<file path="src/rsm_pkg.sv">
// rsm_pkg: constants, register map and carrier types for the relay
// setup memory command executor.
// assumes: one 100 MHz clock, registers reached over a plain strobe port.
package rsm_pkg;

   // ****************************************************************
   // sizes and setup numbering
   // ****************************************************************
   localparam int         ADDR_W       = 8;
   localparam int         DATA_W       = 32;
   localparam int         STEP_W       = 7;
   localparam int         ROW_W        = 8;
   localparam int         CLK_MHZ      = 100;
   localparam int         CLK_PERIOD_NS = 1000 / CLK_MHZ;
   localparam logic [6:0] LIVE_SETUP   = 7'h00;
   localparam logic [6:0] FIRST_SETUP  = 7'h01;
   localparam logic [6:0] LAST_SETUP   = 7'h64;
   localparam logic [6:0] STEP_ONE     = 7'h01;

   // ****************************************************************
   // register offsets (byte addresses)
   // ****************************************************************
   localparam logic [ADDR_W-1:0] OFF_CMD     = 8'h00;
   localparam logic [ADDR_W-1:0] OFF_STATUS  = 8'h04;
   localparam logic [ADDR_W-1:0] OFF_XP_SEL  = 8'h08;
   localparam logic [ADDR_W-1:0] OFF_XP_DATA = 8'h0C;
   localparam logic [ADDR_W-1:0] OFF_MODE    = 8'h10;
   localparam logic [ADDR_W-1:0] OFF_DOUT    = 8'h14;
   localparam logic [ADDR_W-1:0] OFF_SETTLE  = 8'h18;
   localparam logic [ADDR_W-1:0] OFF_ROWS    = 8'h1C;
   localparam logic [ADDR_W-1:0] OFF_CFG     = 8'h20;

   // ****************************************************************
   // command codes
   // ****************************************************************
   localparam logic [1:0] CMD_CLEAR   = 2'h1;
   localparam logic [1:0] CMD_DELETE  = 2'h2;
   localparam logic [1:0] CMD_RESTORE = 2'h3;

   // ****************************************************************
   // field defaults
   // ****************************************************************
   localparam logic       TRIG_EDGE_FALL = 1'b0;
   localparam logic       READY_NEG_TRUE = 1'b0;
   localparam logic       TRIG_DISABLED  = 1'b0;
   localparam logic [2:0] TRIG_SRC_EXT   = 3'h7;
   localparam logic [1:0] FMT_FULL       = 2'h0;
   localparam logic [1:0] EOI_LAST_HOLD  = 2'h0;
   localparam logic [1:0] TERM_CR_LF     = 2'h0;
   localparam logic [7:0] SRQ_NONE       = 8'h00;
   localparam logic [15:0] DOUT_LOW      = 16'h0000;
   localparam logic [15:0] SETTLE_ZERO   = 16'h0000;
   localparam logic [ROW_W-1:0] ROWS_NONE = 8'h00;

   // ****************************************************************
   // types
   // ****************************************************************
   typedef enum logic [2:0] {
      ST_IDLE = 3'b001,
      ST_DEL  = 3'b010,
      ST_RST  = 3'b100
   } rsm_fsm_t;

   typedef struct packed {
      logic [1:0]        code;
      logic [STEP_W-1:0] param;
   } rsm_cmd_t;

   typedef struct packed {
      logic [7:0]        srq_mask;
      logic [STEP_W-1:0] edit_ptr;
      logic [1:0]        term;
      logic [1:0]        eoi;
      logic [1:0]        fmt;
      logic [2:0]        trig_src;
      logic              trig_en;
      logic              ready_pol;
      logic              trig_edge;
   } rsm_mode_t;

   typedef struct packed {
      rsm_mode_t   mode;
      logic [15:0] dout;
      logic [15:0] settle;
   } rsm_ddc_t;

   typedef struct packed {
      logic [ROW_W-1:0] brk_make;
      logic [ROW_W-1:0] make_brk;
   } rsm_rows_t;

   typedef struct packed {
      logic       master;
      logic [4:0] bus_addr;
   } rsm_cfg_t;

   typedef struct packed {
      logic              err;
      logic              busy;
      logic              blank;
      logic [STEP_W-1:0] relay_step;
      logic [STEP_W-1:0] mem_step;
   } rsm_status_t;

   localparam rsm_mode_t MODE_DEFAULT = '{
      srq_mask:  SRQ_NONE,
      edit_ptr:  LIVE_SETUP,
      term:      TERM_CR_LF,
      eoi:       EOI_LAST_HOLD,
      fmt:       FMT_FULL,
      trig_src:  TRIG_SRC_EXT,
      trig_en:   TRIG_DISABLED,
      ready_pol: READY_NEG_TRUE,
      trig_edge: TRIG_EDGE_FALL
   };
   localparam rsm_ddc_t DDC_DEFAULT = '{
      mode:   MODE_DEFAULT,
      dout:   DOUT_LOW,
      settle: SETTLE_ZERO
   };
   localparam rsm_rows_t ROWS_DEFAULT = '{
      brk_make: ROWS_NONE,
      make_brk: ROWS_NONE
   };

endpackage

</file>
<file path="src/rsm_cmd_exec.sv">
// rsm_cmd_exec: clear, delete and restore commands on the live relay
// setup and the 100 stored setups, plus the operating parameters.
// assumes: a parser writes commands into the command register; trigger
// logic outside waits while busy_o is high.
//
// Summary of operation
// - clear zero opens all live relays now
// - clear 1..100 empties that stored setup only
// - delete takes setups 1..100 only
// - delete shifts setups above n down one
// - after shift, setup 100 is emptied
// - display blanked while delete runs
// - restore zero erases all stored setups
// - restore clears make/break and break/make rows
// - restore opens relays, pointers to 0, 1
// - restore: trigger on falling external edge
// - restore: settled output negative true
// - restore: edit pointer at live setup
// - restore: triggers off, external source
// - restore: full format, one talk
// - restore: EOI on last byte, hold-off
// - restore: all service requests masked
// - restore: outputs low, settling zero
// - restore: no rows selected either way
// - restore: terminator carriage return, line feed
// - restore keeps bus address and master flag
// - digital output zero bit drives line low
`timescale 1ns/1ps

module rsm_cmd_exec #(
   parameter int         XPT_W        = 32,
   parameter logic [4:0] BUS_ADDR_DEF = 5'h12,
   parameter logic       MASTER_DEF   = 1'b1
) (
   // clock and reset
   input  wire logic                         clk_i,
   input  wire logic                         rst_b_i,
   // register port
   input  wire logic [rsm_pkg::ADDR_W-1:0]   reg_addr_i,
   input  wire logic [rsm_pkg::DATA_W-1:0]   reg_wdata_i,
   input  wire logic                         reg_wr_i,
   input  wire logic                         reg_rd_i,
   output logic      [rsm_pkg::DATA_W-1:0]   reg_rdata_o,
   // relays and operating parameters
   output logic      [XPT_W-1:0]             relay_o,
   output rsm_pkg::rsm_ddc_t                 ddc_o,
   output rsm_pkg::rsm_rows_t                rows_o,
   output rsm_pkg::rsm_cfg_t                 cfg_o,
   output logic      [rsm_pkg::STEP_W-1:0]   relay_step_o,
   output logic      [rsm_pkg::STEP_W-1:0]   mem_step_o,
   // sequencing
   output logic                              disp_blank_o,
   output logic                              busy_o
);
   import rsm_pkg::*;

   // ****************************************************************
   // state
   // ****************************************************************
   typedef struct packed {
      rsm_fsm_t          st;
      logic [STEP_W-1:0] idx;
      logic              err;
      logic [DATA_W-1:0] rdata;
      logic [XPT_W-1:0]  live;
      rsm_ddc_t          ddc;
      rsm_rows_t         rows;
      rsm_cfg_t          cfg;
      logic [STEP_W-1:0] relay_step;
      logic [STEP_W-1:0] mem_step;
      logic [STEP_W-1:0] xp_sel;
   } rsm_state_t;

   rsm_state_t        s_reg;
   rsm_state_t        s_next;
   logic [XPT_W-1:0]  setup_mem [FIRST_SETUP:LAST_SETUP];
   logic              mem_we;
   logic [STEP_W-1:0] mem_wa;
   logic [XPT_W-1:0]  mem_wd;
   rsm_cmd_t          cmd;
   logic              cmd_wr;
   logic              cmd_take;
   rsm_status_t       status;

   function automatic logic is_stored(input logic [STEP_W-1:0] n);
      is_stored = (n >= FIRST_SETUP) && (n <= LAST_SETUP);
   endfunction

   assign cmd      = rsm_cmd_t'(reg_wdata_i[$bits(rsm_cmd_t)-1:0]);
   assign cmd_wr   = reg_wr_i && (reg_addr_i == OFF_CMD);
   assign cmd_take = cmd_wr && (s_reg.st == ST_IDLE);

   always_comb begin
      status            = '0;
      status.err        = s_reg.err;
      status.busy       = (s_reg.st != ST_IDLE);
      status.blank      = (s_reg.st == ST_DEL);
      status.relay_step = s_reg.relay_step;
      status.mem_step   = s_reg.mem_step;
   end

   // ****************************************************************
   // next state
   // ****************************************************************
   always_comb begin
      s_next = s_reg;
      mem_we = 1'b0;
      mem_wa = FIRST_SETUP;
      mem_wd = '0;

      // register reads, answered in the next cycle
      if (reg_rd_i) begin
         if (reg_addr_i == OFF_STATUS) begin
            s_next.rdata = DATA_W'(status);
         end else if (reg_addr_i == OFF_XP_SEL) begin
            s_next.rdata = DATA_W'(s_reg.xp_sel);
         end else if (reg_addr_i == OFF_XP_DATA) begin
            if (is_stored(s_reg.xp_sel)) begin
               s_next.rdata = DATA_W'(setup_mem[s_reg.xp_sel]);
            end else begin
               s_next.rdata = DATA_W'(s_reg.live);
            end
         end else if (reg_addr_i == OFF_MODE) begin
            s_next.rdata = DATA_W'(s_reg.ddc.mode);
         end else if (reg_addr_i == OFF_DOUT) begin
            s_next.rdata = DATA_W'(s_reg.ddc.dout);
         end else if (reg_addr_i == OFF_SETTLE) begin
            s_next.rdata = DATA_W'(s_reg.ddc.settle);
         end else if (reg_addr_i == OFF_ROWS) begin
            s_next.rdata = DATA_W'(s_reg.rows);
         end else if (reg_addr_i == OFF_CFG) begin
            s_next.rdata = DATA_W'(s_reg.cfg);
         end else begin
            s_next.rdata = '0;
         end
      end

      // software clear of the error flag; any new error below wins
      if (reg_wr_i && (reg_addr_i == OFF_STATUS)) begin
         s_next.err = 1'b0;
      end

      case (s_reg.st)
         ST_IDLE: begin
            if (cmd_take) begin
               case (cmd.code)
                  CMD_CLEAR: begin
                     if (cmd.param == LIVE_SETUP) begin
                        s_next.live = '0;
                     end else if (is_stored(cmd.param)) begin
                        mem_we = 1'b1;
                        mem_wa = cmd.param;
                        mem_wd = '0;
                     end else begin
                        s_next.err = 1'b1;
                     end
                  end
                  CMD_DELETE: begin
                     if (is_stored(cmd.param)) begin
                        s_next.st  = ST_DEL;
                        s_next.idx = cmd.param;
                     end else begin
                        s_next.err = 1'b1;
                     end
                  end
                  CMD_RESTORE: begin
                     if (cmd.param == LIVE_SETUP) begin
                        s_next.st         = ST_RST;
                        s_next.idx        = FIRST_SETUP;
                        s_next.rows       = ROWS_DEFAULT;
                        s_next.live       = '0;
                        s_next.relay_step = LIVE_SETUP;
                        s_next.mem_step   = FIRST_SETUP;
                        s_next.ddc        = DDC_DEFAULT;
                        // cfg left alone on purpose
                        // terminator default included
                     end else begin
                        s_next.err = 1'b1;
                     end
                  end
                  default: begin
                     s_next.err = 1'b1;
                  end
               endcase
            end else if (reg_wr_i) begin
               if (reg_addr_i == OFF_XP_SEL) begin
                  if (reg_wdata_i[STEP_W-1:0] <= LAST_SETUP) begin
                     s_next.xp_sel = reg_wdata_i[STEP_W-1:0];
                  end else begin
                     s_next.err = 1'b1;
                  end
               end else if (reg_addr_i == OFF_XP_DATA) begin
                  if (is_stored(s_reg.xp_sel)) begin
                     mem_we = 1'b1;
                     mem_wa = s_reg.xp_sel;
                     mem_wd = reg_wdata_i[XPT_W-1:0];
                  end else begin
                     s_next.live = reg_wdata_i[XPT_W-1:0];
                  end
               end else if (reg_addr_i == OFF_MODE) begin
                  s_next.ddc.mode =
                     rsm_mode_t'(reg_wdata_i[$bits(rsm_mode_t)-1:0]);
               end else if (reg_addr_i == OFF_DOUT) begin
                  s_next.ddc.dout = reg_wdata_i[15:0];
               end else if (reg_addr_i == OFF_SETTLE) begin
                  s_next.ddc.settle = reg_wdata_i[15:0];
               end else if (reg_addr_i == OFF_ROWS) begin
                  s_next.rows =
                     rsm_rows_t'(reg_wdata_i[$bits(rsm_rows_t)-1:0]);
               end else if (reg_addr_i == OFF_CFG) begin
                  s_next.cfg =
                     rsm_cfg_t'(reg_wdata_i[$bits(rsm_cfg_t)-1:0]);
               end
            end
         end
         ST_DEL: begin
            mem_we = 1'b1;
            mem_wa = s_reg.idx;
            if (s_reg.idx < LAST_SETUP) begin
               mem_wd     = setup_mem[s_reg.idx + STEP_ONE];
               s_next.idx = s_reg.idx + STEP_ONE;
            end else begin
               mem_wd    = '0;
               s_next.st = ST_IDLE;
            end
         end
         ST_RST: begin
            mem_we = 1'b1;
            mem_wa = s_reg.idx;
            mem_wd = '0;
            if (s_reg.idx == LAST_SETUP) begin
               s_next.st = ST_IDLE;
            end else begin
               s_next.idx = s_reg.idx + STEP_ONE;
            end
         end
         default: begin
            s_next.st = ST_IDLE;
         end
      endcase

      // commands while busy are refused and flagged
      if (cmd_wr && (s_reg.st != ST_IDLE)) begin
         s_next.err = 1'b1;
      end
   end

   // ****************************************************************
   // registers and setup memory
   // ****************************************************************
   always_ff @(posedge clk_i) begin
      if (!rst_b_i) begin
         s_reg            <= '0;
         s_reg.st         <= ST_IDLE;
         s_reg.idx        <= FIRST_SETUP;
         s_reg.ddc        <= DDC_DEFAULT;
         s_reg.rows       <= ROWS_DEFAULT;
         s_reg.cfg.master <= MASTER_DEF;
         s_reg.cfg.bus_addr <= BUS_ADDR_DEF;
         s_reg.relay_step <= LIVE_SETUP;
         s_reg.mem_step   <= FIRST_SETUP;
      end else begin
         s_reg <= s_next;
      end
   end

   always_ff @(posedge clk_i) begin
      if (mem_we) begin
         setup_mem[mem_wa] <= mem_wd;
      end
   end

   assign reg_rdata_o  = s_reg.rdata;
   assign relay_o      = s_reg.live;
   assign ddc_o        = s_reg.ddc;
   assign rows_o       = s_reg.rows;
   assign cfg_o        = s_reg.cfg;
   assign relay_step_o = s_reg.relay_step;
   assign mem_step_o   = s_reg.mem_step;
   assign disp_blank_o = (s_reg.st == ST_DEL);
   assign busy_o       = (s_reg.st != ST_IDLE);

   // ****************************************************************
   // assertions
   // ****************************************************************
   clr_live_a: assert property (@(posedge clk_i) disable iff (!rst_b_i)
      cmd_take && cmd.code == CMD_CLEAR && cmd.param == LIVE_SETUP
      |=> relay_o == '0) else $error("live clear failed");

   clr_stored_a: assert property (@(posedge clk_i) disable iff (!rst_b_i)
      cmd_take && cmd.code == CMD_CLEAR && is_stored(cmd.param)
      |-> mem_we && mem_wa == cmd.param && mem_wd == '0
          ##1 $stable(relay_o)) else $error("stored clear failed");

   del_range_a: assert property (@(posedge clk_i) disable iff (!rst_b_i)
      cmd_take && cmd.code == CMD_DELETE && !is_stored(cmd.param)
      |=> !busy_o && status.err) else $error("bad delete taken");

   del_shift_a: assert property (@(posedge clk_i) disable iff (!rst_b_i)
      s_reg.st == ST_DEL && s_reg.idx < LAST_SETUP
      |-> mem_we && mem_wd == setup_mem[s_reg.idx + STEP_ONE]
          ##1 mem_wa == $past(mem_wa) + STEP_ONE)
      else $error("delete shift wrong");

   del_last_a: assert property (@(posedge clk_i) disable iff (!rst_b_i)
      s_reg.st == ST_DEL && s_reg.idx == LAST_SETUP
      |-> mem_we && mem_wa == LAST_SETUP && mem_wd == '0
          ##1 !busy_o) else $error("setup 100 not emptied");

   del_blank_a: assert property (@(posedge clk_i) disable iff (!rst_b_i)
      cmd_take && cmd.code == CMD_DELETE && is_stored(cmd.param)
      |=> disp_blank_o [*1] ##[0:100] !disp_blank_o)
      else $error("display not blanked");

   rst_erase_a: assert property (@(posedge clk_i) disable iff (!rst_b_i)
      cmd_take && cmd.code == CMD_RESTORE && cmd.param == LIVE_SETUP
      |=> (mem_we && mem_wd == '0) [*8] ##93 !busy_o)
      else $error("restore erase wrong");

   rst_defaults_a: assert property (@(posedge clk_i) disable iff (!rst_b_i)
      cmd_take && cmd.code == CMD_RESTORE && cmd.param == LIVE_SETUP
      |=> ddc_o == DDC_DEFAULT && rows_o == ROWS_DEFAULT && relay_o == '0
          && relay_step_o == LIVE_SETUP && mem_step_o == FIRST_SETUP)
      else $error("restore defaults wrong");

   rst_keep_a: assert property (@(posedge clk_i) disable iff (!rst_b_i)
      cmd_take && cmd.code == CMD_RESTORE |=> $stable(cfg_o))
      else $error("restore changed bus config");

   busy_hold_a: assert property (@(posedge clk_i) disable iff (!rst_b_i)
      busy_o && reg_wr_i && reg_addr_i != OFF_STATUS
      |=> $stable(ddc_o) && $stable(rows_o) && $stable(cfg_o)
          && $stable(relay_o))
      else $error("write acted on while busy");

   busy_cmd_a: assert property (@(posedge clk_i) disable iff (!rst_b_i)
      busy_o && cmd_wr |=> status.err)
      else $error("command taken while busy");

   dout_write_a: assert property (@(posedge clk_i) disable iff (!rst_b_i)
      !busy_o && reg_wr_i && reg_addr_i == OFF_DOUT
      |=> ddc_o.dout == 16'($past(reg_wdata_i)))
      else $error("digital output write lost");

endmodule

</file>
<file path="config.mk">
export PLATFORM = sky130hd
export DESIGN_NAME = rsm_cmd_exec
export DESIGN_NICKNAME = d
export VERILOG_FILES = /design/src/rsm_pkg.sv /design/src/rsm_cmd_exec.sv
export SDC_FILE = /design/constraint.sdc
export NUM_CORES = 2
export LEC_CHECK = 0
export ABC_AREA = 0
export BUFFER_PORTS_ARGS = -buffer_cell sky130_fd_sc_hd__buf_2
export CAP_MARGIN = 20
export CORE_ASPECT_RATIO = 0.9
export CORE_MARGIN = 2
export CORE_UTILIZATION = 55
export DETAILED_ROUTE_END_ITERATION = 8
export PLACE_DENSITY = 0.78
export SYNTH_ARGS = -nofsm -noshare
export SYNTH_HDL_FRONTEND = slang
export SYNTH_SLANG_ARGS = --single-unit
</file>
<file path="constraint.sdc">
create_clock -name clk_i -period 5.63 [get_ports clk_i]
set_input_delay 1.126 -clock clk_i [delete_from_list [all_inputs] [get_ports clk_i]]
set_output_delay 1.126 -clock clk_i [all_outputs]
set_load 0.01 [all_outputs]
</file>
**After elaboration in Yosys (flattened, before gate mapping)**

Memory sizes are Yosys's and may differ from the RTL's. A register that Yosys moved wholly into a read port is not among the register bits.
Index checks and enable logic that the tools add are counted.

- Order comparisons: 5
- Muxes and demuxes: 78
- Reductions and logical operators: 25
- Bitwise operators: 7
- Equal/unequal tests: 35
- $add $sub $neg: 1

Operators by type and width:

| kind | count |
|---|---|
| 2-to-1 mux 32 bit | 13 |
| 2-to-1 mux 113 bit | 2 |
| 2-to-1 mux 107 bit | 2 |
| case mux 32 bit (2 select lines) | 2 |
| 2-to-1 mux 16 bit | 6 |
| 2-to-1 mux 7 bit | 12 |
| 2-to-1 mux 81 bit | 1 |
| 2-to-1 mux 75 bit | 1 |
| 2-to-1 mux 27 bit | 2 |
| 2-to-1 mux 54 bit | 1 |
| 2-to-1 mux 38 bit | 1 |
| == test 8 x 5 -> 1 bit, second input constant | 4 |
| 2-to-1 mux 10 bit | 3 |
| 2-to-1 mux 22 bit | 1 |
| case mux 7 bit (3 select lines) | 1 |
| 2-to-1 mux 1 bit | 20 |
| != test 2 bit, second input constant | 10 |
| case mux 10 bit (2 select lines) | 1 |
| AND reduction 10 bit | 2 |
| 2-to-1 mux 6 bit | 3 |
| == test 8 x 4 -> 1 bit, second input constant | 2 |
| AND reduction 8 bit | 2 |
| >= comparator 7 x 1 -> 1 bit, second input constant | 2 |
| less-or-equal comparator 7 bit, second input constant | 2 |
| 29 further kinds | 55 |

- Input bits: 44
- Flip-flop bits (word level): 163
- Memories kept: 1
- Logic and storage cells: 173
- Output and inout bits: 161
- Bits in writable memories: 3200

Memories:

| name | depth | bits a word | rd ports | clocked after memory_dff | write ports | RTL line | text |
|---|---|---|---|---|---|---|---|
| setup_mem | 100 | 32 | 2 | 1 | 1 | rsm_cmd_exec.sv:76 | `logic [XPT_W-1:0] setup_mem [FIRST_SETUP:LAST_SETUP];` |

**Logic depth before layout (Yosys ltp)**

- Depth after elaboration: 10
- Mapped depth: 17
- Mapped depth without buffers: 9

**Least setup slack after synthesis**

Ideal clock, no wire load.

- Kind: register -> register
- Start: register s_reg[167] (netlist name)
- End: memory setup_mem[100][0] (data pin)
- Library setup time: 773 ps
- Cell stages (with the launch flop): 16
- Data arrival time: 5391 ps
- Path slack: -534 ps
- Path through: dfxtp_1 buf_2 buf_1 clkbuf_1 inv_1 ha_1 buf_2 buf_2 clkbuf_1 buf_1 mux4_2 mux4_2 mux2i_1 nand2_1 nand3_1 nand3_1

- Word-level cells in the longest chain between the ends: 4
- Elaborated cells between the ends (all ways): 5
- Those cells by class: add/sub: 1; order compare: 1; mux: 2; memory: 1

Ends and longest elaborated chain:

| what | RTL line | text |
|---|---|---|
| start, declared | rsm_cmd_exec.sv:74 | `rsm_state_t s_reg;` |
| start signal, assigned | rsm_cmd_exec.sv:263 | `s_reg <= s_next;` |
| adder 7 x 1 -> 7 bit | rsm_cmd_exec.sv:220 | `mem_wd = setup_mem[s_reg.idx + STEP_ONE];` |
| memory (100 x 32 bit) | -- |  |
| 2-to-1 mux 32 bit (*) | rsm_cmd_exec.sv:219 | `if (s_reg.idx < LAST_SETUP) begin` |
| case mux 32 bit (2 select lines) (*) | rsm_cmd_exec.sv:143 | `case (s_reg.st)` |
| via mem_wd[0] | rsm_cmd_exec.sv:79 | `logic [XPT_W-1:0] mem_wd;` |
| end, declared | rsm_cmd_exec.sv:76 |  |

Mark *: on every way through the listed nets, which the timed path passes. The rest lies on a longest branch.

**Final worst setup path**

- Start: register s_reg[167] (netlist name)
- End: memory setup_mem[52][24] (data pin)

Same word-level chain as after synthesis.

==> flow_summary.ini <==
[run]
drv_cap = 0

[clocking]
cts_tree = done
cts_root_buf = clkbuf_16
ctsHoldBuffers = 0
cts_setup_buffers = 0
cts_buffer_depth = 4
htreeDepth = 5
clk_latency_ns = 0.96
clkSinkCount = 3370
ctsResizeCount = 0
numCtsBuffers = 344
clkTransAtPathRegs_ns = 0.06

[route]
drt_pre_antenna_iters = 7
drc = 0
wl_um = 558000
drtIter0Drc = 19919
via_count = 99709
ant_nets = 0
avgViaCountPerCell = 7.80
avgRoutedWirePerCell_um = 43.6

[synthesis]
syn_avg_cell_area_um2 = 18.6
synth_xor_area_share_pct = 0.0500
synth-seq-cells = 3370
yosysWarnings = 0
synthArstFlopShare_pct = 0
netlist_instances = 8480
yosysTopAreaCellShare_pct = 61.0
synth_top_area_cell = edfxtp_1
yosysMostFrequentCell = edfxtp_1
synthAdderAreaFrac_pct = 0.0159
synth_top_family_by_area = multiplexers
synth.distinct_cells = 82
synthFlopType = edfxtp_1
synthSimpleGateAreaFrac_pct = 3.55
synth_area_leaders = edfxtp_1, mux4_2, mux2i_1, dfxtp_1, nand2_1
synthMuxAreaShare_pct = 26.8
netlist_area_um2 = 158000
synth_edf_count = 3200
synth-seq-area-share_pct = 63.1
synth_compound_area_share_pct = 3.67
synth_common_cells = edfxtp_1, mux4_2, nand2_1

[placement]
hpwl_um = 347000
gp_congestion = 1.03
place_ws_ns = 0.355
port_buffers = 190
place_area_um2 = 166000

[finish]
layout-drive-gt1-share_pct = 34.5
fin_nets = 8780
largest_reg_flops = 3200
regMostFlops = setup_mem
area_delta_synth_final_pct = 12.8
design_area_um2 = 178000

[sta]
final.min_clock_period_ns = 5.22
max-slew-margin-rel_pct = 5.90
finClkSkew_ns = 0.0856
finalHoldViolations = 0
setup_ws_ns = 0.411
maxSlewViolCount = 0
clock.fmax_mhz = 192
finalCritPeriodShare_pct = 92.7
tightest_slew_ns = 1.41
setup_viol = 0
rsz0062_at_grt = false

[min_path]
min-delay-start = rows_o[8]
min_path_type = flop to flop
min_delay_path_depth = 2
hold_end = rows_o[8]

[global_routing]
grt_pass1_wl_um = 770000
grt_usage_pct = 38.1
antenna_found_initial = 40
grt_pass1_vias = 96161
grt.overflow.total = 0
grt_max_degree = 136

[die]
dieHeight_um = 512
core_um2 = 285000
start_util_pct = 55.2
ios = 205
die_w_um = 568
die_area_um2 = 291000
rows = 186

[setup_path]
cp_top_family = multiplexers
timing.rr.start = s_reg[167]
path_buf_inv = 4
critPathCaptureType = flop
crit_chain = inv_1, ha_4, buf_12, buf_4, mux4_2, mux4_2, mux2i_1, nand2_1, nand3_1, nand3_4, buf_4
r2r_end = setup_mem[52][24]
path_class = flop to flop
cp_max_fo = 68
reg2regPathDepth = 11
cp_data_required_time_ns = 6.10
r2r_slack_ns = 0.41
slowest_stage = mux2i_1
cpPeakStageDelay_ns = 0.86
cp-start-kind = flop
crit_arrival_ns = 5.69
cp-startpoint = s_reg[167]

[pwr]
power_leakage_nw = 49.0
p_per_area_nw_per_um2 = 284
ir_drop_mv = 0.267

[outcome]
run_status = finished clean
[stage by stage]
step           std cells  hold WS [ns]  setup TNS, ns  util, %  power, mW
3_5_place_dp       12145         0.461              0     58.3       27.8
3_3_place_gp       12144         0.451              0     58.3       27.8
4_1_cts            12763         0.469              0     62.3       50.5
5_1_grt            12770         0.487              0     62.3       51.4
2_1_floorplan       8492         0.434        -645.12        -       27.7
6_report           12791         0.473              0     62.3       50.5
[cell type report]
type	count	area, um^2
Inverter	15	71.3
Sequential cell	3370	99500
Clock inverter	217	2430
Antenna cell	25	62.6
Tap cell	3760	4700
Clock buffer	401	8860
Fill cell	18975	108000
Multi-Input combinational cell	4283	55100
Timing Repair Buffer	720	7010
[per-layer routing]
metal	vias to the layer above	track usage [%]	wire [um]
li1	36286	-	-
met2	10330	53.2	237000
met4	32	22.2	41200
met5	-	0	395
met1	51253	49.4	179000
met3	1808	17.4	99600
[worst min-delay path, cell delays in order, from the launching register on]
cell and delay [ns]:
dfxtp_1 0.32, nand2_1 0.05, a21oi_1 0.06
[report_power, final]
group	leakage (nW)	switching (mW)	total, mW	internal (mW)
clock network	5.47	10.0	23.3	13.3
logic	18.6	0.189	0.245	0.0563
registers	25.0	0.00535	27.0	27.0
total	49.0	10.2	50.5	40.3
[logic make-up after synthesis]
logic type	Yosys count
buffers and inverters	839
and+or+nand+nor	1278
DFF	3370
other	2
AOI/OAI and AO/OA	845
muxes	2135
adders and majority gates	2
xor gates and xnor gates	9
[how the worst max path moves through the flow]
stage | endpoint | slack (ns) | depth (start not counted)
global placement | reg_rdata_o[10] | 0.02 | 9
floorplan | setup_mem[100][24] | -0.52 | 15
global route | setup_mem[56][24] | 0.51 | 11
finish | setup_mem[52][24] | 0.41 | 11
detailed placement | setup_mem[42][21] | 0.35 | 10
CTS | setup_mem[55][0] | 0.77 | 12
[cell usage in the layout, fill, tap and decap left out, types with 25 or more instances in the layout]
cell	Yosys	layout
edfxtp_1	3200	3200
buf_12	0	166
nor3_1	39	30
nand2_1	525	524
buf_2	157	190
buf_4	239	363
a211oi_1	67	66
a31oi_1	37	37
nand3_1	187	160
diode_2	0	25
nor2_4	0	95
clkbuf_16	0	346
clkinv_1	0	67
clkbuf_1	335	55
mux4_2	1671	1671
o21ai_0	108	108
nor2_1	375	275
o221ai_1	75	75
a22oi_1	91	91
o22ai_1	74	74
bufinv_16	0	41
clkinv_2	0	58
a21oi_1	191	190
mux2i_1	455	455
dfxtp_1	170	162
nand3_4	0	27
Power figures use the tool's default switching activity.
